==> src/spl_pkg.sv <==
// Shared constants, types and helpers for the two-channel packet link
// What this block does
// - All link pins are sampled and driven on the single clock.
// - Transmit words are accepted only in cycles where TENB is low.
// - Transmit parity is checked for information only, data never altered.
// - Status mode only gates packet-level polled PTPA; byte-level direct DTPA and STPA run in both modes.
// - STPA goes high when the selected channel has preset free space.
// - One direct available line per channel, independent of selection.
// - STPA follows the currently selected channel, one clock after a new selection.
// - Polled address on TADR answered on PTPA at the next clock edge.
// - With RENB low the device emits an address with RSX or data with RVAL.
// - Receive outputs change on the same edge that samples RENB low.
// - With RENB sampled high the current receive phase is held.
package spl_pkg;
   localparam int SPL_NCH = 2;
   localparam int SPL_CW = 1;
   localparam int SPL_DW = 32;
   localparam int SPL_DEPTH = 16;
   localparam int SPL_AW = 4;
   localparam logic [SPL_AW:0] SPL_DEPTH_W = 5'h10;
   // Free words needed before a channel reports space
   localparam logic [SPL_AW:0] SPL_AVAIL_FREE = 5'h04;
   // Free words needed for the user-side ready to stay high
   localparam logic [SPL_AW:0] SPL_READY_FREE = 5'h02;
   localparam logic [1:0] SPL_MOD_ALL = 2'h0;
   localparam logic SPL_ODD_PARITY = 1'b1;

   typedef struct packed {
      logic [SPL_DW-1:0] data;
      logic [1:0] mod;
      logic sop;
      logic eop;
      logic err;
   } spl_word_t;

   typedef enum logic {
      SPL_MODE_BYTE = 1'b0,
      SPL_MODE_PACKET = 1'b1
   } spl_mode_t;

   typedef enum logic [1:0] {
      SPL_RX_GAP = 2'b00,
      SPL_RX_PKT = 2'b01
   } spl_rx_state_t;

   function automatic logic spl_par(input logic [SPL_DW-1:0] d);
      spl_par = SPL_ODD_PARITY ? ~^d : ^d;
   endfunction

   function automatic logic spl_avail(input logic [SPL_AW:0] free);
      spl_avail = free >= SPL_AVAIL_FREE;
   endfunction
endpackage

==> src/spl_fifo_if.sv <==
// Carrier between the top and its per-channel word buffers
`timescale 1ns/100ps
interface spl_fifo_if;
   import spl_pkg::*;
   logic wr_valid;
   spl_word_t wr_word;
   logic wr_ready;
   logic rd_valid;
   spl_word_t rd_word;
   logic rd_ready;
   logic [SPL_AW:0] free;
   modport fifo(input wr_valid, wr_word, rd_ready,
                output wr_ready, rd_valid, rd_word, free);
   modport user(output wr_valid, wr_word, rd_ready,
                input wr_ready, rd_valid, rd_word, free);
endinterface

==> src/spl_top.sv <==
// Device end of the two-channel packet link with its word buffers
`timescale 1ns/100ps
module spl_top
   import spl_pkg::*;
(
   input wire logic clock,
   input wire logic rst_b,
   input wire logic status_mode,
   input wire logic tenb_b,
   input wire logic tsx,
   input wire logic tsop,
   input wire logic teop,
   input wire logic [1:0] tmod,
   input wire logic tprty,
   input wire logic [SPL_DW-1:0] tdat,
   input wire logic [SPL_CW-1:0] tadr,
   output logic stpa,
   output logic ptpa,
   output logic [SPL_NCH-1:0] dtpa,
   output logic tx_par_err,
   output logic tx_overflow,
   output logic [SPL_NCH-1:0] tx_out_valid,
   input wire logic [SPL_NCH-1:0] tx_out_ready,
   output logic [SPL_DW-1:0] tx_out_data [SPL_NCH],
   output logic [1:0] tx_out_mod [SPL_NCH],
   output logic [SPL_NCH-1:0] tx_out_sop,
   output logic [SPL_NCH-1:0] tx_out_eop,
   input wire logic [SPL_NCH-1:0] rx_in_valid,
   output logic [SPL_NCH-1:0] rx_in_ready,
   input wire logic [SPL_DW-1:0] rx_in_data [SPL_NCH],
   input wire logic [1:0] rx_in_mod [SPL_NCH],
   input wire logic [SPL_NCH-1:0] rx_in_sop,
   input wire logic [SPL_NCH-1:0] rx_in_eop,
   input wire logic [SPL_NCH-1:0] rx_in_err,
   input wire logic renb_b,
   output logic [SPL_DW-1:0] rdat,
   output logic rprty,
   output logic [1:0] rmod,
   output logic rsop,
   output logic reop,
   output logic rerr,
   output logic rval,
   output logic rsx
);
   spl_fifo_if txq [SPL_NCH] ();
   spl_fifo_if rxq [SPL_NCH] ();

   logic [SPL_NCH-1:0] tx_wr_valid;
   logic [SPL_NCH-1:0] tx_wr_ready;
   spl_word_t tx_wr_word;
   logic [SPL_CW-1:0] tx_sel;
   logic tx_par_bad;
   logic tx_lost;
   logic [SPL_AW:0] tx_free [SPL_NCH];
   logic [SPL_NCH-1:0] tx_avail;
   logic [SPL_NCH-1:0] tx_head_valid;
   spl_word_t tx_head [SPL_NCH];
   logic [SPL_NCH-1:0] tx_pop;

   logic [SPL_AW:0] rx_free [SPL_NCH];
   logic [SPL_NCH-1:0] rx_has;
   spl_word_t rx_head [SPL_NCH];
   logic [SPL_NCH-1:0] rx_pop;

   spl_rx_state_t state;
   spl_rx_state_t next_state;
   logic [SPL_CW-1:0] cur;
   logic [SPL_CW-1:0] next_cur;
   logic addr_known;
   logic take;
   logic [SPL_CW-1:0] alt;
   logic [SPL_CW-1:0] pick;
   logic any_ready;
   logic send_word;
   logic send_addr;
   logic [SPL_CW-1:0] word_ch;
   spl_word_t word;
   logic [SPL_DW-1:0] next_rdat;
   logic packet_mode;
   // Next values, decoded apart from their registers
   logic next_stpa;
   logic next_ptpa;
   logic next_rval;
   logic next_rsx;
   logic next_rsop;
   logic next_reop;
   logic [1:0] next_rmod;
   logic next_rerr;
   logic next_rprty;

   assign packet_mode = status_mode == SPL_MODE_PACKET;

   // Transmit side: pin decoder feeding one buffer per channel
   spl_tx_decode u_tx_decode (
      .clock(clock),
      .rst_b(rst_b),
      .tenb_b(tenb_b),
      .tsx(tsx),
      .tsop(tsop),
      .teop(teop),
      .tmod(tmod),
      .tprty(tprty),
      .tdat(tdat),
      .wr_ready(tx_wr_ready),
      .wr_valid(tx_wr_valid),
      .wr_word(tx_wr_word),
      .sel(tx_sel),
      .par_err(tx_par_bad),
      .overflow(tx_lost)
   );

   genvar i;
   generate
      for (i = 0; i < SPL_NCH; i++) begin : g_ch
         spl_fifo u_tx_fifo (
            .clock(clock),
            .rst_b(rst_b),
            .q(txq[i])
         );
         spl_fifo u_rx_fifo (
            .clock(clock),
            .rst_b(rst_b),
            .q(rxq[i])
         );
         assign txq[i].wr_valid = tx_wr_valid[i];
         assign txq[i].wr_word = tx_wr_word;
         assign txq[i].rd_ready = tx_pop[i];
         assign tx_wr_ready[i] = txq[i].wr_ready;
         assign tx_free[i] = txq[i].free;
         assign tx_avail[i] = spl_avail(tx_free[i]);
         assign tx_head_valid[i] = txq[i].rd_valid;
         assign tx_head[i] = txq[i].rd_word;
         // Output stage refills whenever it is empty or being drained
         assign tx_pop[i] = tx_head_valid[i] &&
                            (!tx_out_valid[i] || tx_out_ready[i]);

         assign rxq[i].wr_valid = rx_in_valid[i] && rx_in_ready[i];
         assign rxq[i].wr_word.data = rx_in_data[i];
         assign rxq[i].wr_word.mod = rx_in_mod[i];
         assign rxq[i].wr_word.sop = rx_in_sop[i];
         assign rxq[i].wr_word.eop = rx_in_eop[i];
         assign rxq[i].wr_word.err = rx_in_err[i];
         assign rxq[i].rd_ready = rx_pop[i];
         assign rx_free[i] = rxq[i].free;
         assign rx_has[i] = rxq[i].rd_valid;
         assign rx_head[i] = rxq[i].rd_word;
         assign rx_pop[i] = send_word && (word_ch == SPL_CW'(i));
      end
   endgenerate

   // Selected status lags a new selection by one clock
   assign next_stpa = tx_avail[tx_sel];
   // Polled answer only while polling is the chosen mode
   assign next_ptpa = packet_mode && tx_avail[tadr];

   // Transmit status towards the link layer
   always_ff @(posedge clock or negedge rst_b) begin
      if (!rst_b) begin
         stpa <= 1'b0;
         ptpa <= 1'b0;
         dtpa <= '0;
         tx_par_err <= 1'b0;
         tx_overflow <= 1'b0;
      end else begin
         stpa <= next_stpa;
         dtpa <= tx_avail;
         ptpa <= next_ptpa;
         tx_par_err <= tx_par_bad;
         tx_overflow <= tx_lost;
      end
   end

   // Transmit words handed to the user side, one register per channel
   always_ff @(posedge clock or negedge rst_b) begin
      if (!rst_b) begin
         tx_out_valid <= '0;
         tx_out_sop <= '0;
         tx_out_eop <= '0;
         for (int c = 0; c < SPL_NCH; c++) begin
            tx_out_data[c] <= '0;
            tx_out_mod[c] <= SPL_MOD_ALL;
         end
      end else begin
         for (int c = 0; c < SPL_NCH; c++) begin
            if (tx_pop[c]) begin
               tx_out_valid[c] <= 1'b1;
               tx_out_data[c] <= tx_head[c].data;
               tx_out_mod[c] <= tx_head[c].mod;
               tx_out_sop[c] <= tx_head[c].sop;
               tx_out_eop[c] <= tx_head[c].eop;
            end else if (tx_out_ready[c]) begin
               tx_out_valid[c] <= 1'b0;
            end
         end
      end
   end

   // Registered ready keeps margin for the word already in flight
   always_ff @(posedge clock or negedge rst_b) begin
      if (!rst_b) begin
         rx_in_ready <= '0;
      end else begin
         for (int c = 0; c < SPL_NCH; c++) begin
            rx_in_ready[c] <= rx_free[c] >= SPL_READY_FREE;
         end
      end
   end

   // Receive scheduling: finish the open packet, then rotate channels
   assign take = !renb_b;
   assign alt = cur + 1'b1;
   assign pick = rx_has[alt] ? alt : cur;
   assign any_ready = |rx_has;
   assign word_ch = (state == SPL_RX_PKT) ? cur : pick;
   assign word = rx_head[word_ch];

   always_comb begin
      send_word = 1'b0;
      send_addr = 1'b0;
      next_state = state;
      next_cur = cur;
      if (take) begin
         case (state)
            SPL_RX_PKT: begin
               // Starved mid-packet: idle cycles, no address change
               if (rx_has[cur]) begin
                  send_word = 1'b1;
                  if (word.eop) begin
                     next_state = SPL_RX_GAP;
                  end
               end
            end
            SPL_RX_GAP: begin
               if (any_ready) begin
                  if (pick == cur && addr_known) begin
                     send_word = 1'b1;
                     if (!word.eop) begin
                        next_state = SPL_RX_PKT;
                     end
                  end else begin
                     send_addr = 1'b1;
                     next_cur = pick;
                  end
               end
            end
            default: begin
               next_state = SPL_RX_GAP;
            end
         endcase
      end
   end

   assign next_rdat = send_word ? word.data :
                      send_addr ? {{(SPL_DW-SPL_CW){1'b0}}, pick} :
                      '0;

   // Receive pin next values; the register below only loads them
   assign next_rval = send_word;
   assign next_rsx = send_addr;
   assign next_rsop = send_word && word.sop;
   assign next_reop = send_word && word.eop;
   // Mask and error carry meaning only on the closing word
   assign next_rmod = next_reop ? word.mod : SPL_MOD_ALL;
   assign next_rerr = next_reop && word.err;
   // Parity follows the data, address and idle cycles included
   assign next_rprty = spl_par(next_rdat);

   always_ff @(posedge clock or negedge rst_b) begin
      if (!rst_b) begin
         state <= SPL_RX_GAP;
         cur <= '0;
         addr_known <= 1'b0;
      end else begin
         state <= next_state;
         cur <= next_cur;
         if (send_addr) begin
            addr_known <= 1'b1;
         end
      end
   end

   // Receive pins change only after an edge with RENB low
   always_ff @(posedge clock or negedge rst_b) begin
      if (!rst_b) begin
         rdat <= '0;
         rprty <= 1'b0;
         rmod <= SPL_MOD_ALL;
         rsop <= 1'b0;
         reop <= 1'b0;
         rerr <= 1'b0;
         rval <= 1'b0;
         rsx <= 1'b0;
      end else if (take) begin
         rdat <= next_rdat;
         rprty <= next_rprty;
         rval <= next_rval;
         rsx <= next_rsx;
         rsop <= next_rsop;
         reop <= next_reop;
         rmod <= next_rmod;
         rerr <= next_rerr;
      end
   end
endmodule

==> src/spl_fifo.sv <==
// Packet word buffer for one channel, show-ahead read
`timescale 1ns/100ps
module spl_fifo
   import spl_pkg::*;
(
   input wire logic clock,
   input wire logic rst_b,
   spl_fifo_if.fifo q
);
   spl_word_t mem [SPL_DEPTH];
   logic [SPL_AW:0] wr_ptr;
   logic [SPL_AW:0] rd_ptr;
   logic [SPL_AW:0] count;
   logic full;
   logic empty;
   logic push;
   logic pop;

   assign count = wr_ptr - rd_ptr;
   assign full = count == SPL_DEPTH_W;
   assign empty = count == '0;
   assign push = q.wr_valid && !full;
   assign pop = q.rd_ready && !empty;
   assign q.wr_ready = !full;
   assign q.rd_valid = !empty;
   assign q.rd_word = mem[rd_ptr[SPL_AW-1:0]];
   assign q.free = SPL_DEPTH_W - count;

   // Storage is left without reset; only the pointers define content
   always_ff @(posedge clock) begin
      if (push) begin
         mem[wr_ptr[SPL_AW-1:0]] <= q.wr_word;
      end
   end

   always_ff @(posedge clock or negedge rst_b) begin
      if (!rst_b) begin
         wr_ptr <= '0;
         rd_ptr <= '0;
      end else begin
         if (push) begin
            wr_ptr <= wr_ptr + 5'h01;
         end
         if (pop) begin
            rd_ptr <= rd_ptr + 5'h01;
         end
      end
   end
endmodule

==> src/spl_tx_decode.sv <==
// Transmit pin decoder: in-band selection, word capture, parity check
`timescale 1ns/100ps
module spl_tx_decode
   import spl_pkg::*;
(
   input wire logic clock,
   input wire logic rst_b,
   input wire logic tenb_b,
   input wire logic tsx,
   input wire logic tsop,
   input wire logic teop,
   input wire logic [1:0] tmod,
   input wire logic tprty,
   input wire logic [SPL_DW-1:0] tdat,
   input wire logic [SPL_NCH-1:0] wr_ready,
   output logic [SPL_NCH-1:0] wr_valid,
   output spl_word_t wr_word,
   output logic [SPL_CW-1:0] sel,
   output logic par_err,
   output logic overflow
);
   logic take_data;
   logic take_cmd;
   logic par_bad;

   assign take_data = !tenb_b;
   // TSX with TENB low is a plain word to the same channel
   assign take_cmd = tenb_b && tsx;
   assign par_bad = tprty != spl_par(tdat);
   assign wr_word.data = tdat;
   assign wr_word.mod = teop ? tmod : SPL_MOD_ALL;
   assign wr_word.sop = tsop;
   assign wr_word.eop = teop;
   assign wr_word.err = 1'b0;

   genvar i;
   generate
      for (i = 0; i < SPL_NCH; i++) begin : g_wr
         assign wr_valid[i] = take_data && (sel == SPL_CW'(i));
      end
   endgenerate

   // Pins are same-clock logic, so no synchroniser stages
   always_ff @(posedge clock or negedge rst_b) begin
      if (!rst_b) begin
         sel <= '0;
         par_err <= 1'b0;
         overflow <= 1'b0;
      end else begin
         if (take_cmd) begin
            sel <= tdat[SPL_CW-1:0];
         end
         // Bad parity is only flagged; the word is still stored
         par_err <= take_data && par_bad;
         // A word into a full buffer is lost when the link ignores status
         overflow <= take_data && !wr_ready[sel];
      end
   end
endmodule

==> config.mk <==
export PLATFORM = sky130hd
export DESIGN_NAME = spl_top
export DESIGN_NICKNAME = d
export VERILOG_FILES = /design/src/spl_pkg.sv /design/src/spl_fifo_if.sv /design/src/spl_top.sv /design/src/spl_fifo.sv /design/src/spl_tx_decode.sv
export SDC_FILE = /design/constraint.sdc
export NUM_CORES = 2
export LEC_CHECK = 0
export BUFFER_PORTS_ARGS = -buffer_cell sky130_fd_sc_hd__buf_2
export CORE_MARGIN = 4
export CORE_UTILIZATION = 60
export DETAILED_ROUTE_END_ITERATION = 6
export PLACE_DENSITY = 0.78
export SLEW_MARGIN = 0
export SYNTH_ARGS = -nofsm -noshare
export SYNTH_HDL_FRONTEND = slang
export SYNTH_SLANG_ARGS = --single-unit
export TNS_END_PERCENT = 100
==> constraint.sdc <==
create_clock -name clock -period 11.5 [get_ports clock]
set_clock_uncertainty 0.15 [all_clocks]
set_input_delay 1.725 -clock clock [delete_from_list [all_inputs] [get_ports clock]]
set_output_delay 1.725 -clock clock [all_outputs]
set_load 0.02 [all_outputs]
# After elaboration in Yosys (flattened, before gate mapping)

Memories as Yosys holds them, arrays and structs flattened. A register that Yosys moved wholly into a read port is not among the register bits.
Cells that the tools add are included.

Register bits after elaboration: 97
RAM bits: 2336
Input port bits: 122
Output and inout port bits: 122
Memories: 4

$add $sub $neg: 17
Order comparisons: 9
Equal/unequal tests: 12
Multiplexer cells: 46
Bitwise operators: 5
Reductions and logical operators: 52

Memory list:

| name                  | depth | width | rd ports | clocked after memory_dff | wr ports | line           | text |
|---|---|---|---|---|---|---|---|
| g_ch[0].u_rx_fifo.mem | 16    | 37    | 1        | 0                        | 1        | spl_fifo.sv:10 | `spl_word_t mem [SPL_DEPTH];` |
| g_ch[1].u_rx_fifo.mem | 16    | 37    | 1        | 0                        | 1        | spl_fifo.sv:10 |  |
| g_ch[0].u_tx_fifo.mem | 16    | 36    | 1        | 1                        | 1        | spl_fifo.sv:10 |  |
| g_ch[1].u_tx_fifo.mem | 16    | 36    | 1        | 1                        | 1        | spl_fifo.sv:10 |  |

Operator list:

| kind                                                 | count |
|---|---|
| 2-to-1 mux 37 bit                                    | 3 |
| XNOR reduction 32 bit                                | 2 |
| adder 5 x 1 -> 5 bit (second input constant)         | 8 |
| 2-to-1 mux 1 bit                                     | 33 |
| 2-to-1 mux 32 bit                                    | 1 |
| logical AND 1 bit                                    | 24 |
| == test 5 bit (second input constant)                | 4 |
| zero test 5 bit                                      | 4 |
| subtractor 5 bit                                     | 4 |
| subtractor 5 bit (first input constant)              | 4 |
| zero test 1 bit                                      | 14 |
| 2-to-1 mux 2 bit                                     | 7 |
| >= comparator 5 x 2 -> 1 bit (second input constant) | 2 |
| >= comparator 5 x 3 -> 1 bit (second input constant) | 2 |
| < comparator 1 x 2 -> 1 bit (second input constant)  | 4 |
| inequality test 2 bit (second input constant)        | 4 |
| AND reduction 6 bit                                  | 1 |
| NOT 1 bit                                            | 4 |
| case mux 2 bit (2 select lines)                      | 1 |
| AND reduction 4 bit                                  | 1 |
| nonzero test 2 bit                                   | 2 |
| == test 2 x 1 -> 1 bit (second input constant)       | 1 |
| >= comparator 2 bit (second input constant)          | 1 |
| zero test 2 bit                                      | 1 |
| other kinds (8)                                      | 9 |

# Logic depth before layout (Yosys ltp)

Depth in word-level cells: 15
Mapped depth: 21

# Cells and area by module

From an unflattened synthesis, not the netlist that was laid out.

Cell total of the unflattened synthesis: 4614
Area total of the unflattened synthesis: 98358.1 µm²

Modules (own cells, without submodules):

| module                            | instances | cells an instance | area an instance (µm²) |
|---|---|---|---|
| spl_fifo at g_ch[0].u_tx_fifo ... | 2         | 1000              | 22898.2 |
| spl_fifo at g_ch[1].u_rx_fifo     | 1         | 995               | 22910.7 |
| spl_fifo at g_ch[0].u_rx_fifo     | 1         | 1000              | 22902.0 |
| spl_top                           | 1         | 540               | 6049.6 |
| spl_tx_decode                     | 1         | 79                | 699.4 |

# Worst setup path before layout

Ideal clock, no wire load.

Path type: reg2reg
Start point: register g_ch[1].u_rx_fifo.rd_ptr[1]
End point: memory g_ch[1].u_rx_fifo.mem[11][0] (netlist name), enable pin
Arrival time: 5664 ps
Required time: 10865 ps
Setup slack: 5201 ps
Stages on the path, launching flop included: 14
Cell sequence: dfrtp_1 > buf_2 > buf_2 > inv_2 > buf_1 > ha_1 > a21o_1 > a21oi_1 > xnor2_1 > nor2_1 > ha_1 > nor2_1 > nand2_1 > nor3b_1

Word-level cells in the longest chain between the ends: 6

Ends and longest elaborated chain:

| what                                   | line           | text |
|---|---|---|
| start, declared                        | spl_fifo.sv:12 | `logic [SPL_AW:0] rd_ptr;` |
| start signal, assigned                 | spl_fifo.sv:45 | `rd_ptr <= rd_ptr + 5'h01;` |
| subtractor 5 bit                       | spl_fifo.sv:19 | `assign count = wr_ptr - rd_ptr;` |
| == test 5 bit                          | spl_fifo.sv:20 | `assign full = count == SPL_DEPTH_W;` |
| zero test 1 bit                        | spl_fifo.sv:22 | `assign push = q.wr_valid && !full;` |
| logical AND 1 bit                      | spl_fifo.sv:22 |  |
| 2-to-1 mux 1 bit                       | spl_fifo.sv:31 | `if (push) begin` |
| 2-to-1 mux 1 bit (implied by the code) | spl_fifo.sv:32 | `mem[wr_ptr[SPL_AW-1:0]] <= q.wr_word;` |
| end, declared                          | spl_fifo.sv:10 |  |

Every way passes these cells.

# Worst setup path after layout

Start point: register g_ch[0].u_rx_fifo.rd_ptr[1]
End point: register rprty

Word-level cells in the longest chain between the ends: 15

Ends and longest elaborated chain:

| what                                                | line           | text |
|---|---|---|
| start, declared                                     | spl_fifo.sv:12 |  |
| start signal, assigned                              | spl_fifo.sv:45 |  |
| subtractor 5 bit                                    | spl_fifo.sv:19 |  |
| zero test 5 bit                                     | spl_fifo.sv:21 | `assign empty = count == '0;` |
| zero test 1 bit                                     | spl_fifo.sv:25 | `assign q.rd_valid = !empty;` |
| 2-to-1 mux 1 bit (implied by the code) (2 in a row) | spl_top.sv:212 | `assign pick = rx_has[alt] ? alt : cur;` |
| 2-to-1 mux 1 bit                                    | spl_top.sv:212 |  |
| == test 1 bit                                       | spl_top.sv:235 | `if (pick == cur && addr_known) begin` |
| logical AND 1 bit                                   | spl_top.sv:235 |  |
| 2-to-1 mux 1 bit                                    | spl_top.sv:235 |  |
| 2-to-1 mux 1 bit                                    | spl_top.sv:234 | `if (any_ready) begin` |
| 2-to-1 mux 1 bit                                    | spl_top.sv:223 | `case (state)` |
| 2-to-1 mux 1 bit                                    | spl_top.sv:222 | `if (take) begin` |
| 2-to-1 mux 1 bit                                    | spl_top.sv:254 | `send_addr ? {{(SPL_DW-SPL_CW){1'b0}}, pick} :` |
| 2-to-1 mux 32 bit *                                 | spl_top.sv:253 | `assign next_rdat = send_word ? word.data :` |
| XNOR reduction 32 bit *                             | spl_pkg.sv:47  | `spl_par = SPL_ODD_PARITY ? ~^d : ^d;` |
| end signal, assigned                                | spl_top.sv:295 | `rprty <= next_rprty;` |
| end, declared                                       | spl_top.sv:37  | `output logic rprty,` |

Every way passes the cells marked *; elsewhere a longest branch is shown, timed or not. The select of a mux whose other input is x is not followed.
A chain may end at the register's enable or synchronous reset.

==> run summary <==
Initial antenna violation count: 43
Top_reg_cell synth: edfxtp_1
TritonCTS buffer count: 235
Routed length per instance: 33.95 um
Overall routed net length: 235800 um
CORE AREA: 0.1604 mm2
Clk pwr share: 30.5%
P_leak: 35.54 nW
CTS tree: done
Vias in the first global route: 47.58k
RSZ-0062 raised after global routing: false
Cell area after synthesis: 0.09667 mm2
Area growth, synth to finish: 12.59%
Initial DRC Count: 6720
Routability congestion estimate from global placement: 0.9054
Share of layout cells above drive strength 1: 32.78%
Setup bufs post-CTS: 0
Worst R2R Path Depth: 16
Die Ht: 409.4 um
Worst Path Max Fanout: 32
Largest net degree at the start of global routing: 118
Syn Area/Cell: 23.25 um2
Net Count, Synth: 4332
Clk_lat worst skew: 0.89 ns
CTS max path bufs: 3
CP Data Arrival Time: 7.10 ns
Initial core utilization: 60.28%
List of most frequent post-synthesis cells: edfxtp_1, mux4_2, dfrtp_1
Storage cell area: 0.07439 mm2
Number of synthesized register bits: 2504
Gr ovfl total: 0
Slew headroom: 22.47%
Int Pwr: 18.63 mW
Gr usage total: 28.58%
Final period util: 56.58%
Final setup violation count: 0
DRC violations left: 0
Post-DP HPWL: 126700 um
Area of the multi-input gates: 0.02144 mm2
Hold Path Stages: 0
Endpoints failing hold: 0
Post-synth ARST share: 6.709%
H-Tree Depth: 4
Fin crit period: 6.506 ns
Area contributors post-synth: edfxtp_1, mux4_2, dfrtp_1
Endpoint type of the worst setup path: register
Layout Nets: 4726
Largest area contributor in the netlist: edfxtp_1
EDFF count, synth: 2336
Sink Count: 2504
Filler cell count in the final layout: 9480
Site row count: 147
Yosys warning count: 0
Via density: 6.722
Outcome: complete, no violations
Port bufs: 243
Hold buffer count at CTS: 0
Crit path launch type: register
Mapped Cells: 4158
Top-level I/O count: 244
CP required: 12.10 ns
Max-cap viol count: 0
Most common cell in the netlist: edfxtp_1
Number of detailed-route iterations in the first pass: 6
Die footprint: 0.1676 mm2
Sw Share: 29.23%
Root buf cell: clkbuf_16
Sequential share of power: 43.6%
Via count: 46.68k
Hold Crit Class: register to register
Fin. max-slew vios: 0
Global-route wire length before repair: 342600 um
Setup TNS: 0 ns
CTS resizes: 0
Max IR drop VDD: 219.5 uV
Slew @ Worst Pin: 1.163 ns
Seq/Total Area, Yosys: 76.91%
CP Class: register to register
Antenna-violating nets left: 0
Switch Pwr: 7.696 mW
Clock Pin Slew Worst Setup and Hold Paths: 0.06 ns
Comb pwr share: 26.0%
Chip width: 409.4 um
Reg2Reg Setup Slack: 4.99 ns
Hold Worst Slack: 0.2017 ns
Max Freq: 153.7 MHz
Top cell type's share of synthesized area: 72.56%
Power per cell area: 241.9 mW/mm2
Yosys cell types: 62
[per-layer routing]
metal / global-route usage (%) / share of wire (%) / up-vias / wire length, um
met1: 40.99 / 37 / 24755 / 87090
met4: 9.599 / 3.3 / 12 / 7830
li1: - / - / 18340 / -
met2: 43.81 / 48 / 3105 / 112800
met3: 7.503 / 12 / 470 / 28020
met5: 0 / 0.036 / - / 84
[worst max-delay path, stage by stage, from the launching register on]
cell	delay [ns]
dfrtp_4	0.75
clkinv_1	0.87
fa_1	0.75
a21o_1	0.17
a21oi_1	0.18
xnor2_1	0.17
inv_1	0.07
ha_1	0.30
nor2_1	0.33
nand4_1	0.60
a21oi_1	0.36
or4_1	0.22
xor2_2	0.19
xnor3_1	0.33
xnor3_1	0.38
xor3_1	0.39
o21a_1	0.11
[logic make-up after synthesis]
| logic type | Yosys count | share of synthesized area [%] |
|---|---|---|
| AO/OA/AOI/OAI | 158 | 1.077 |
| XOR/XNOR | 104 | 1.083 |
| adder cells (fa/ha/maj) | 52 | 0.7041 |
| buffers and inverters | 234 | 1.236 |
| flip-flops | 2504 | 76.91 |
| multiplexers | 835 | 17.61 |
| AND/OR/NAND/NOR | 271 | 1.377 |
[flip-flops by register name, indices dropped and copies added (netlist names), 10 cells and up]
register               cells
g_ch.u_rx_fifo.mem      1184
g_ch.u_rx_fifo.rd_ptr     10
g_ch.u_rx_fifo.wr_ptr     10
g_ch.u_tx_fifo.mem      1152
g_ch.u_tx_fifo.rd_ptr     10
g_ch.u_tx_fifo.wr_ptr     10
rdat                      32
tx_out_data               64
[power groups by stage]
stage / registers, mW / clock network (mW) / logic [mW]
3_3_place_gp: 11.6 / 0 / 6.65
6_report: 11.5 / 8.02 / 6.83
4_1_cts: 11.5 / 8.09 / 6.87
3_5_place_dp: 11.6 / 0 / 6.74
2_1_floorplan: 11.5 / 0 / 4.70
5_1_grt: 11.5 / 8.52 / 7.23
[worst paths after layout]
kind / startpoint / end
worst min-delay path: u_tx_decode.overflow / tx_overflow
worst max-delay path: g_ch[0].u_rx_fifo.rd_ptr[1] / rprty
max in group asynchronous: rst_b / g_ch[1].u_rx_fifo.rd_ptr[1]
worst max register to register: g_ch[0].u_rx_fifo.rd_ptr[1] / rprty
min in group asynchronous: rst_b / tx_out_data[10]
worst min register to register: u_tx_decode.overflow / tx_overflow
[through the flow]
| step | util [%] | power [mW] | instances | setup slack (ns) | cell area, um2 |
|---|---|---|---|---|---|
| after floorplan | - | 16.21 | 4158 | 5.201 | 96670 |
| after global placement | 62.82 | 18.24 | 6475 | 5.184 | 100700 |
| after detailed placement | 62.82 | 18.38 | 6475 | 5.119 | 100700 |
| after CTS | 67.82 | 26.44 | 6919 | 5.085 | 108800 |
| after global routing | 67.84 | 27.29 | 6929 | 4.726 | 108800 |
| final | 67.86 | 26.32 | 6945 | 4.994 | 108800 |
[placed cells by master, fill, tap and decap left out, types with 10 or more instances in the layout]
| cell | n |
|---|---|
| mux2_2 | 96 |
| a21oi_1 | 49 |
| o21ai_0 | 25 |
| nor3_2 | 10 |
| dfrtp_1 | 156 |
| diode_2 | 26 |
| xnor2_1 | 80 |
| clkinv_2 | 48 |
| xor2_1 | 14 |
| nand2_1 | 98 |
| o22ai_1 | 11 |
| clkbuf_1 | 47 |
| ha_1 | 48 |
| mux2i_1 | 61 |
| clkbuf_8 | 19 |
| mux4_1 | 17 |
| clkinv_1 | 39 |
| edfxtp_1 | 2336 |
| clkbuf_16 | 235 |
| buf_4 | 107 |
| nor2_1 | 29 |
| inv_1 | 32 |
| a22o_1 | 19 |
| mux4_2 | 661 |
| nand3_1 | 10 |
| nor2b_1 | 10 |
| a21o_1 | 14 |
| nor2_4 | 26 |
| bufinv_16 | 32 |
| and3_2 | 13 |
| and2_1 | 10 |
| buf_2 | 242 |
[final cells by class]
class / instances / share of cell area [%]
well taps: 2160 / 2.483
multi-input cells: 1420 / 19.70
repair buffers: 352 / 1.901
diodes: 26 / 0.05978
flip-flops and latches: 2504 / 68.35
inverters: 39 / 0.1345
clock buffers: 301 / 5.805
clock inverters: 143 / 1.574
No activity file was read; power rests on OpenSTA's default activity.
